===== src/inc/ssfl_pkg.sv =====
package ssfl_pkg;
   // register offsets
   localparam logic [7:0] ADDR_SUPPLY_FAULT_MASK = 8'h9D;
   localparam logic [7:0] ADDR_INPUT_FAULT_MASK = 8'h9E;
   localparam logic [7:0] ADDR_DETECTOR_LIVE_STATUS = 8'hDA;
   localparam logic [7:0] ADDR_INPUT_LIVE_STATUS = 8'hDB;
   localparam logic [7:0] ADDR_SUPPLY_FAULT_LOG = 8'hDC;
   localparam logic [7:0] ADDR_INPUT_FAULT_LOG = 8'hDD;
   localparam logic [7:0] ADDR_OUTPUT_STATUS_LOW = 8'hDE;
   localparam logic [7:0] ADDR_OUTPUT_STATUS_HIGH = 8'hDF;
   // widths and field positions
   localparam int SUPPLY_COUNT = 7;
   localparam int GENERAL_COUNT = 4;
   localparam int INPUT_COUNT = 5;
   localparam int OUTPUT_COUNT = 9;
   localparam int SUMMARY_BIT = 7;
   localparam int WATCHDOG_BIT = 4;
   // reset value of every register
   localparam logic [7:0] REG_RESET = 8'h00;
   // value read at reserved bits and unmapped offsets
   localparam logic [7:0] READ_NONE = 8'h00;

   typedef struct packed {
      logic [SUPPLY_COUNT-1:0] detStat;
      logic [INPUT_COUNT-1:0] inStat;
      logic [OUTPUT_COUNT-1:0] outStat;
      logic [SUPPLY_COUNT-1:0] supLog;
      logic [INPUT_COUNT-1:0] inLog;
      logic flag;
      logic [SUPPLY_COUNT-1:0] supSnap;
      logic [INPUT_COUNT-1:0] inSnap;
      logic [SUPPLY_COUNT-1:0] supMask;
      logic [INPUT_COUNT-1:0] inMask;
      logic [7:0] rdData;
      logic rdValid;
   } ssfl_state_t;
endpackage

===== src/design/ssfl_log_compare.sv =====
`timescale 1ns/10ps
module ssfl_log_compare #(
   parameter int W = 7
) (
   // monitored functions
   input wire logic [W-1:0] live,
   input wire logic [W-1:0] mask,
   input wire logic [W-1:0] snap,
   // results
   output logic [W-1:0] masked,
   output logic changed
);
   logic [W-1:0] diff;

   genvar i;
   generate
      for (i = 0; i < W; i++)
      begin : g_bit
         // masked bits log as zero and never count as a change
         assign masked[i] = live[i] & ~mask[i];
         assign diff[i] = (live[i] ^ snap[i]) & ~mask[i];
      end
   endgenerate

   assign changed = |diff;
endmodule


===== src/design/ssfl_regs.sv =====
`timescale 1ns/10ps
module ssfl_regs (
   // clock and reset
   input wire logic ref_clk,
   input wire logic reset,
   // monitored functions
   input wire logic [ssfl_pkg::SUPPLY_COUNT-1:0] supplyFault,
   input wire logic [ssfl_pkg::GENERAL_COUNT-1:0] generalInput,
   input wire logic watchdogTimeout,
   input wire logic [ssfl_pkg::OUTPUT_COUNT-1:0] programmableOutput,
   // register port behind the two-wire command decoder
   input wire logic [7:0] regAddr,
   input wire logic regWrite,
   input wire logic [7:0] regWrData,
   input wire logic regRead,
   output logic [7:0] regRdData,
   output logic regRdValid
);
   import ssfl_pkg::*;

   ssfl_state_t s;
   ssfl_state_t next_s;
   logic readClear;
   logic [SUPPLY_COUNT-1:0] supCmpSnap;
   logic [INPUT_COUNT-1:0] inCmpSnap;
   logic [SUPPLY_COUNT-1:0] supMasked;
   logic [INPUT_COUNT-1:0] inMasked;
   logic supChanged;
   logic inChanged;
   logic anyChange;

   assign readClear = regRead && (regAddr == ADDR_INPUT_FAULT_LOG);
   // an input fault log read rearms against both log values held in the same cycle
   assign supCmpSnap = readClear ? s.supLog : s.supSnap;
   assign inCmpSnap = readClear ? s.inLog : s.inSnap;

   ssfl_log_compare #(
      .W(SUPPLY_COUNT)
   ) u_sup_cmp (
      .live(s.detStat),
      .mask(s.supMask),
      .snap(supCmpSnap),
      .masked(supMasked),
      .changed(supChanged)
   );

   ssfl_log_compare #(
      .W(INPUT_COUNT)
   ) u_in_cmp (
      .live(s.inStat),
      .mask(s.inMask),
      .snap(inCmpSnap),
      .masked(inMasked),
      .changed(inChanged)
   );

   assign anyChange = supChanged | inChanged;

   always_comb
   begin
      next_s = s;
      // live status sampling
      next_s.detStat = supplyFault;
      next_s.inStat = {watchdogTimeout, generalInput};
      next_s.outStat = programmableOutput;
      // change log: follows while armed, holds once flagged except that masked bits clear
      if (!s.flag || readClear)
      begin
         next_s.supLog = supMasked;
         next_s.inLog = inMasked;
      end
      else
      begin
         next_s.supLog = s.supLog & ~s.supMask;
         next_s.inLog = s.inLog & ~s.inMask;
      end
      if (readClear)
      begin
         next_s.supSnap = s.supLog;
         next_s.inSnap = s.inLog;
      end
      // a change in the read cycle wins over the clear
      if (anyChange && (!s.flag || readClear))
         next_s.flag = 1'b1;
      else if (readClear)
         next_s.flag = 1'b0;
      // host writes to the masks
      if (regWrite && regAddr == ADDR_SUPPLY_FAULT_MASK)
         next_s.supMask = regWrData[SUPPLY_COUNT-1:0];
      if (regWrite && regAddr == ADDR_INPUT_FAULT_MASK)
         next_s.inMask = regWrData[INPUT_COUNT-1:0];
      // read answer
      next_s.rdValid = regRead;
      next_s.rdData = READ_NONE;
      if (regRead)
      begin
         unique case (regAddr)
            ADDR_SUPPLY_FAULT_MASK: next_s.rdData = {1'b0, s.supMask};
            ADDR_INPUT_FAULT_MASK: next_s.rdData = {3'h0, s.inMask};
            ADDR_DETECTOR_LIVE_STATUS: next_s.rdData = {1'b0, s.detStat};
            ADDR_INPUT_LIVE_STATUS: next_s.rdData = {3'h0, s.inStat};
            ADDR_SUPPLY_FAULT_LOG: next_s.rdData = {s.flag, s.supLog};
            ADDR_INPUT_FAULT_LOG: next_s.rdData = {3'h0, s.inLog};
            ADDR_OUTPUT_STATUS_LOW: next_s.rdData = s.outStat[7:0];
            ADDR_OUTPUT_STATUS_HIGH: next_s.rdData = {7'h00, s.outStat[8]};
            default: next_s.rdData = READ_NONE;
         endcase
      end
   end

   always_ff @(posedge ref_clk or posedge reset)
   begin
      if (reset)
         s <= '0;
      else
         s <= next_s;
   end

   assign regRdData = s.rdData;
   assign regRdValid = s.rdValid;
endmodule


===== config.mk =====
export PLATFORM = sky130hd
export DESIGN_NAME = ssfl_regs
export DESIGN_NICKNAME = d
export VERILOG_FILES = /design/src/inc/ssfl_pkg.sv /design/src/design/ssfl_log_compare.sv /design/src/design/ssfl_regs.sv
export SDC_FILE = /design/constraint.sdc
export NUM_CORES = 1
export LEC_CHECK = 0
export ABC_AREA = 1
export BUFFER_PORTS_ARGS = -buffer_cell sky130_fd_sc_hd__buf_2
export CORE_AREA = 2 2 84 86
export CTS_BUF_LIST = sky130_fd_sc_hd__clkbuf_16
export DETAILED_ROUTE_END_ITERATION = 12
export DIE_AREA = 0 0 86 88
export HOLD_SLACK_MARGIN = 0.02
export PLACE_DENSITY = 0.69
export SYNTH_ARGS = -nofsm -noshare
export SYNTH_HDL_FRONTEND = slang
export SYNTH_SLANG_ARGS = --single-unit

===== constraint.sdc =====
create_clock -name ref_clk -period 5.6 [get_ports ref_clk]
set_input_delay 0.28 -clock ref_clk [delete_from_list [all_inputs] [get_ports ref_clk]]
set_output_delay 0.28 -clock ref_clk [all_outputs]
set_load 0.02 [all_outputs]

# After elaboration in Yosys (flattened, before gate mapping)
# Cells that the tools add are included.
# word_totals
output_inout_bits,9
word_cells,89
register_bits,67
input_bits,41
# classes
eq_ne,8
mux,7
bitwise,53
reduce_logical,9
# ops
cell,count
$eq 8x8->1 const B,8
$pmux 8 s8,1
$and 1x1->1,24
$mux 12,1
$not 1->1,12
$xor 1x1->1,12
$mux 8,1
$and 7x7->7,1
$mux 7,1
$not 7->7,1
$reduce_or 7->1,1
$and 5x5->5,1
$mux 5,1
$not 5->5,1
$reduce_or 5->1,1
$logic_and 1x1->1,4
$mux 1,2
$reduce_bool 2->1,1
$logic_not 1->1,1
$logic_or 1x1->1,1
$or 1x1->1,1

# Longest topological paths before layout
# Gate-level depths: netlist of the first run.
# logic_depth
depth_word,9
depth_mapped,14
ltp_nobuf,13

# Cells and area by module
# From an unflattened synthesis of the first run, not the netlist that was laid out.
# unflattened
hier_cells,400
hier_area_um2,3230.6
# modules_own_cells
module,instances,cells_per_inst,area_each_um2,seq_area_each_um2
ssfl_regs,1,310,2859.0,1676.6
ssfl_log_compare at u_sup_cmp,1,53,222.7,0.0
ssfl_log_compare at u_in_cmp,1,37,148.9,0.0

# Least setup slack after synthesis of the first run
# Ideal clock, no wire load.
# synth_path
path_type,input -> register
from,in regAddr[5]
to,reg s[33] (netlist bit)
stages,13
t_required_ns,5.481
slack_ns,4.177
n_path_buf,1
arrival_time_ns,1.305
setup_time_ns,0.119
path_cell_list,inv_1 > nand2_1 > nor2_2 > nand3_4 > buf_2 > nand2_1 > nand3_1 > nand3_1 > nand2_1 > inv_1 > nand2_1 > nor2_1 > nand2_1
# synth_between
elab_chain_cells,9
elab_cells_between_ends,35
cone_classes,eq/ne (1); mux (3); bitwise (25); reduce/logical (6)
# synth_rtl
item,line_no,source
"start, declared",ssfl_regs.sv:12,"input wire logic [7:0] regAddr,"
$eq 8x8->1 *,ssfl_regs.sv:32,assign readClear = regRead && (regAddr == ADDR_INPUT_FAULT_LOG);
$logic_and 1x1->1 *,ssfl_regs.sv:32,
$mux 7 or $mux 5 (tied branches),"ssfl_regs.sv:34, ssfl_regs.sv:35",
$xor 1x1->1,ssfl_log_compare.sv:21,assign diff[i] = (live[i] ^ snap[i]) & ~mask[i];
$and 1x1->1,ssfl_log_compare.sv:21,
$reduce_or 7->1 or $reduce_or 5->1 (tied branches),ssfl_log_compare.sv:25,assign changed = |diff;
$or 1x1->1,ssfl_regs.sv:57,assign anyChange = supChanged | inChanged;
$logic_and 1x1->1,ssfl_regs.sv:83,if (anyChange && (!s.flag || readClear))
$mux 1 or $reduce_bool 2->1 (tied branches),n/a,
"end signal, assigned",ssfl_regs.sv:116,s <= next_s;
"end, declared",ssfl_regs.sv:21,ssfl_state_t s;
# Every way passes the cells marked *; elsewhere a longest branch is shown, timed or not.
# A chain may end at the register's enable or synchronous reset.

# Worst setup path after layout of the first run
# Ends and elaborated chain as after synthesis.

==> qor.yml, run 1 <==
fin_cells: 463
fill_cells: 607
p_leak_nw: 1.782
p_int_w: 0.0009106
cts_root_buffer: "clkbuf_16"
multi_input_area_sq_um: 969.7
ys_seq_elements: 67
dp_hpwl_um: 4520
vias: 2460
setup-violations-final: 0
rows: 30
via_per_inst: 5.313
finalMaxSlewViolations: 0
dp.cells: 447
synth_top_area_cell: "dfrtp_1"
path_buf_inv: 4
clock_power_share_pct: 51.1
end_kind: "flip-flop"
powerDensity_nw_per_um2: 332.6
firstDrtPassIters: 6
synth_top_area_share_pct: 56.88
combPwrFrac_pct: 5.6
crit_slowest_cell: "nand2_1"
hold_viol: 0
critPathRequiredTime_ps: 5810
syn2layout_area_growth_pct: 19.23
path_class: "in -> reg"
die_w_um: 86
rsz0062_at_grt: "no"
cpPeakStageDelay_ps: 650
coreArea_sq_um: 6644
grt_pass1_wl_um: 11090
fmax_mhz: 490.4
path_cells: "buf_2, inv_1, nand2_1, nor2_2, buf_4, nand3_4, nand2_1, nand2_1, inv_1, nand2_1, nor2_1, nand2_1"
whs_ps: 56.73
cts_buffer_depth: 2
worstSetupStartpoint: "regAddr[5]"
first_iter_violations: 188
fin_crit_sh_pct: 36.41
cts.sinks: 67
clock_skew_ps: 5.134
p_switching_w: 0.0002585
antenna_found_initial: 0
pin_count: 50
r2r-start: "s[33]"
synthCells: 333
relSlewSlack_pct: 43.97
clkLatencyLatePin_ps: 320
hold_buffers: 0
syn_nets: 374
diodes: 0
swShare_pct: 22.11
period_needed_ps: 2039
grt_max_degree: 68
wl_per_cell_um: 14.84
status: "completed"
synthesis.area_sq_um: 2948
ys_warn_count: 0
dieArea_sq_um: 7568
crit_top_cell: "nand2_1"
gp_congestion: 0.8037
regArea_sq_um: 1677
cts_buffers: 9
cts_setup_buffers: 0
critical-path-top-delay-family: "simple AND/OR/NAND/NOR gates"
setup_tns_ps: 0
pwr-share-seq_pct: 43.3
fp.dieH_um: 88
cts_resized: 0
min-delay-path-class: "in -> reg"
worstMarginPinSlew_ps: 840.5
crit_path_start_kind: "input pin"
setup_slack_ps: 3561
final_nets: 419
worstPathMaxFanout: 25
clk_pin_slew_ps: 60
detail-route-antenna-nets: 0
grt_pass1_vias: 2284
io_buffers: 48
synthTopCellsByArea: "dfrtp_1 57%, nand2_1 8.8%, inv_1 6.5%"
grt_overflow: 0
cts_max_level: 3
yosysSeqAreaShare_pct: 56.88
peakVddDrop_uv: 161.2
drive_gt1_share_pct: 19.58
cts_tree: "yes"
syn_area_per_cell_sq_um: 8.852
pre_cts_ws_ps: 3249
yosysUniqueCellTypes: 23
grt_usage_pct: 19.38
wl_um: 6872
start_util_pct: 44.37
drc: 0
maxCapViolations: 0
cp.arrival_ps: 2250
min_from: "programmableOutput[0]"
[per-layer routing]
metal	track usage, %	vias up	part of all wire [%]
met3	5.184	9	8.6
met4	7.937	0	1.7
li1	-	1182	-
met5	0	-	0
met2	29.32	112	47
met1	26.61	1157	43
[power groups by stage]
stage	sequential, W	clock, W	combinational, W
2_1_floorplan	0.000513	0	0.0000390
3_3_place_gp	0.000514	0	0.0000643
3_5_place_dp	0.000515	0	0.0000660
4_1_cts	0.000506	0.000607	0.0000665
5_1_grt	0.000507	0.000626	0.0000747
6_report	0.000506	0.000597	0.0000657
[worst register-to-register path: cells and delay by family (launching register included)]
| kind | cells | cell delay (ps) |
|---|---|---|
| flops | 1 | 370 |
| simple gates | 5 | 960 |
| buf+inv | 1 | 80 |
[cell families (layout without fill, tap and decap cells)]
group | Yosys count | after routing | synth area share [%]
compound gates | 68 | 68 | 12.69
buf+inv | 68 | 118 | 10.23
flops | 67 | 67 | 56.88
simple gates | 130 | 130 | 20.20
[synth_stat cells (all sizes together)]
master and instances:
a31oi 4, nor2 19, inv 52, o22ai 17, nand2 71, buf 15, or2 1, o21ai 26
a311oi 2, nand3 27, dfrtp 67, nand2b 1, nand4 11, clkbuf 1, a21oi 19
[final cells by class]
class                           instances  share of cell area, %
Clock buffer                            9                  6.408
Clock inverter                          7                  2.634
Inverter                               52                  5.554
Multi-Input combinational cell        198                  27.59
Sequential cell                        67                  47.70
Tap cell                               80                  2.848
Timing Repair Buffer                   50                  7.262
[path summary, 6_finish.rpt]
kind	to	slack [ps]	depth (start not counted)
max in group asynchronous	s[66]	4860	3
worst min-delay path	s[46]	60	1
worst min register to register	s[25]	490	2
min in group asynchronous	s[56]	200	3
worst max register to register	s[33]	4080	6
worst max-delay path	s[33]	3560	12
[state kept, by name (all words and copies together) (netlist names)]
register	flops
regRdData	8
regRdValid	1
s	58
[through the flow]
stage	utilization [%]	total power [W]	area (sq um)
after floorplan	-	0.0005521	2948
after global placement	48.12	0.0005787	3197
after detailed placement	48.12	0.0005806	3197
after CTS	52.90	0.001180	3515
after global routing	52.90	0.001208	3515
final	52.90	0.001169	3515
[cell usage in the layout (no fill, tap or decap), types with 2 or more instances in the layout]
master	netlist	final
clkbuf_16	0	9
o21ai_1	4	4
dfrtp_1	67	67
a21oi_1	19	19
nand2_1	69	69
o21ai_0	22	22
bufinv_16	0	2
a31oi_1	4	4
inv_1	51	51
nand2_2	2	2
nand4_1	10	10
nor2_2	4	4
a311oi_1	2	2
buf_2	4	48
buf_4	11	2
o22ai_1	17	17
nor2_1	14	14
nand3_1	26	26
inv_2	1	2
No activity file was read; power rests on OpenSTA's default activity.
==> run 2: changes to the inputs <==
==> constraint.sdc (replaced) <==
create_clock -name ref_clk -period 2.1 [get_ports ref_clk]
set_input_delay 0.105 -clock ref_clk [delete_from_list [all_inputs] [get_ports ref_clk]]
set_output_delay 0.105 -clock ref_clk [all_outputs]
set_load 0.02 [all_outputs]
==> run 2 against run 1 <==
Compared with the run above:
- routed wire length grew 6.1%
- critical path depth shrank 3
- hold slack lost 7.1 ps
- clock skew shrank 1.1 ps
- via count grew 5.5%
- critical path type unchanged
- critical endpoint is now regRdData[1]
- largest cell class unchanged
- highest routed layer unchanged
==> qor.yml, run 2 (same netlist as run 1, synthesis figures left out) <==
rows: 30  # unchanged
final_common_cell: "nand2_1"
final_cell_mix: "69 x nand2_1, 67 x dfrtp_1, 52 x inv_1, 48 x buf_2, 29 x dlygate4sd3_1"
critPathRequiredTime_ps: 2360  # -3450 ps
final_nets: 454  # +8.4%
fmax_mhz: 668.1
maxCapViolations: 0  # unchanged
grt_overflow: 0  # unchanged
fill_cells: 564  # -7.1%
clock_skew_ps: 3.990  # -1.144 ps
powerDensity_nw_per_um2: 813.5  # +140%
r2r-start: "s[37]"
detail-route-antenna-nets: 0  # unchanged
cts_root_buffer: "clkbuf_16"
cts_setup_buffers: 0  # unchanged
clk_pin_slew_ps: 50  # about the same
first_iter_violations: 195  # +3.7%
crit_slowest_cell: "nand4_1"
vias: 2595  # +5.5%
cts_buffer_depth: 2  # unchanged
grt_pass1_wl_um: 11810  # +6.5%
status: "completed"
worstMarginPinSlew_ps: 657.7  # -182.8 ps
coreArea_sq_um: 6644  # unchanged
total_power_w: 0.003136  # +170%
cts.sinks: 67  # unchanged
antenna_found_initial: 0  # unchanged
cp.arrival_ps: 1750  # -500 ps
drive_gt1_share_pct: 19.38  # -0.20 points
regMostFlops: "s"
p_leak_nw: 1.941  # +9.0%
hold_viol: 0  # unchanged
path_class: "in -> reg"
pre_cts_ws_ps: 318.5  # -2930 ps
worstPathMaxFanout: 21  # -16%
cts_max_level: 3  # unchanged
worstSetupStartpoint: "regAddr[5]"
via_per_inst: 5.211  # -1.9%
setup_tns_ps: 0  # unchanged
cts_resized: 0  # unchanged
period_needed_ps: 1497
diodes: 0  # unchanged
peakVddDrop_uv: 634.5  # +290%
syn2layout_area_growth_pct: 30.77
path_cells: "buf_2, inv_1, nand2_1, nor2_2, buf_4, nand4_1, o22ai_1, a31oi_1, a21oi_1"
cpPeakStageDelay_ps: 430  # -220 ps
drc: 0  # unchanged
firstDrtPassIters: 5  # -1
fin_crit_sh_pct: 71.28
wl_um: 7292  # +6.1%
crit_path_start_kind: "input pin"
largest_register_ffs: 58  # unchanged
end_kind: "flip-flop"
gp_congestion: 0.8697  # +8.2%
wl_per_cell_um: 14.64  # -1.3%
io_buffers: 48  # unchanged
cts_tree: "yes"
dp_hpwl_um: 4733  # +4.7%
clkLatencyLatePin_ps: 330  # about the same
setup-violations-final: 0  # unchanged
finalMaxSlewViolations: 0  # unchanged
postLayoutCoreUtil_pct: 58.02  # +5.1 points
pin_count: 50  # unchanged
relSlewSlack_pct: 56.09  # +12 points
setup_slack_ps: 603.2  # -2958 ps
die_w_um: 86  # unchanged
grt_max_degree: 40  # -41%
grt_pass1_vias: 2473  # +8.3%
min-delay-path-class: "in -> reg"
fp.dieH_um: 88  # unchanged
min_from: "regRead"
dieArea_sq_um: 7568  # unchanged
grt_usage_pct: 20.86  # +1.5 points
rsz0062_at_grt: "no"
start_util_pct: 44.37  # unchanged
cts_buffers: 9  # unchanged
run 2: cell count changes in the layout (fill, tap and decap cells not counted):
cell / change
buf_4: +5
inv_1: +1
buf_12: +1
dlygate4sd3_1: +29
clkinv_1: -1
inv_6: -1
clkinv_4: -1
clkinv_2: +2
run 2: worst paths after layout:
check,slack [ps],endpoint,cells after the start
min in group asynchronous,410,s[56],3
setup / recovery,600,regRdData[1],9
setup reg to reg,850,s[33],9
hold reg to reg,490,s[25],2
hold / removal,50,regRdValid,1
max in group asynchronous,1060,regRdData[6],4
run 2: layout make-up:
| cell class | count | area (sq um) | share of cell area, % |
|---|---|---|---|
| flip-flops and latches | 67 | 1677 | 43.49 |
| multi-input cells | 198 | 969.7 | 25.15 |
| repair buffers | 85 | 603.1 | 15.64 |
| clock buffers | 9 | 225.2 | 5.842 |
| inverters | 52 | 195.2 | 5.063 |
| well taps | 80 | 100.1 | 2.597 |
| clock inverters | 7 | 85.08 | 2.207 |
run 2: timing repair:
| item | in CTS | in global routing |
|---|---|---|
| hold buffers | 29 | 0 |
| hold endpoints to repair | 59 | 0 |
| endpoints found under the setup margin | 0 | 0 |
run 2: critical path: cells and delay by family:
kind,cells,cell delay (ps)
simple gates,3,640
compound gates,3,550
buf+inv,3,440
run 2: metal layers:
| layer | vias to the layer above | global-route usage [%] | routed length, um |
|---|---|---|---|
| met3 | 19 | 6.032 | 488 |
| met5 | - | 0 | 0 |
| met2 | 107 | 32.91 | 3435 |
| met1 | 1222 | 27.17 | 3197 |
| met4 | 0 | 8.514 | 170 |
| li1 | 1247 | - | - |
run 2: stage by stage:
| stage | instances | hold WS, ps | area [sq um] |
|---|---|---|---|
| finish | 498 | 49.59 | 3855 |
| global route | 498 | 46.79 | 3855 |
| CTS | 498 | 38.62 | 3855 |
| detailed placement | 453 | 214.3 | 3254 |
| global placement | 453 | 213.1 | 3254 |
| floorplan | 333 | 136.4 | 2948 |
run 2: power breakdown:
part,switching (W),internal (W)
clock network,0.000537,0.00102
logic,0.000125,0.0000978
registers,0.0000170,0.00133
total,0.000679,0.00246
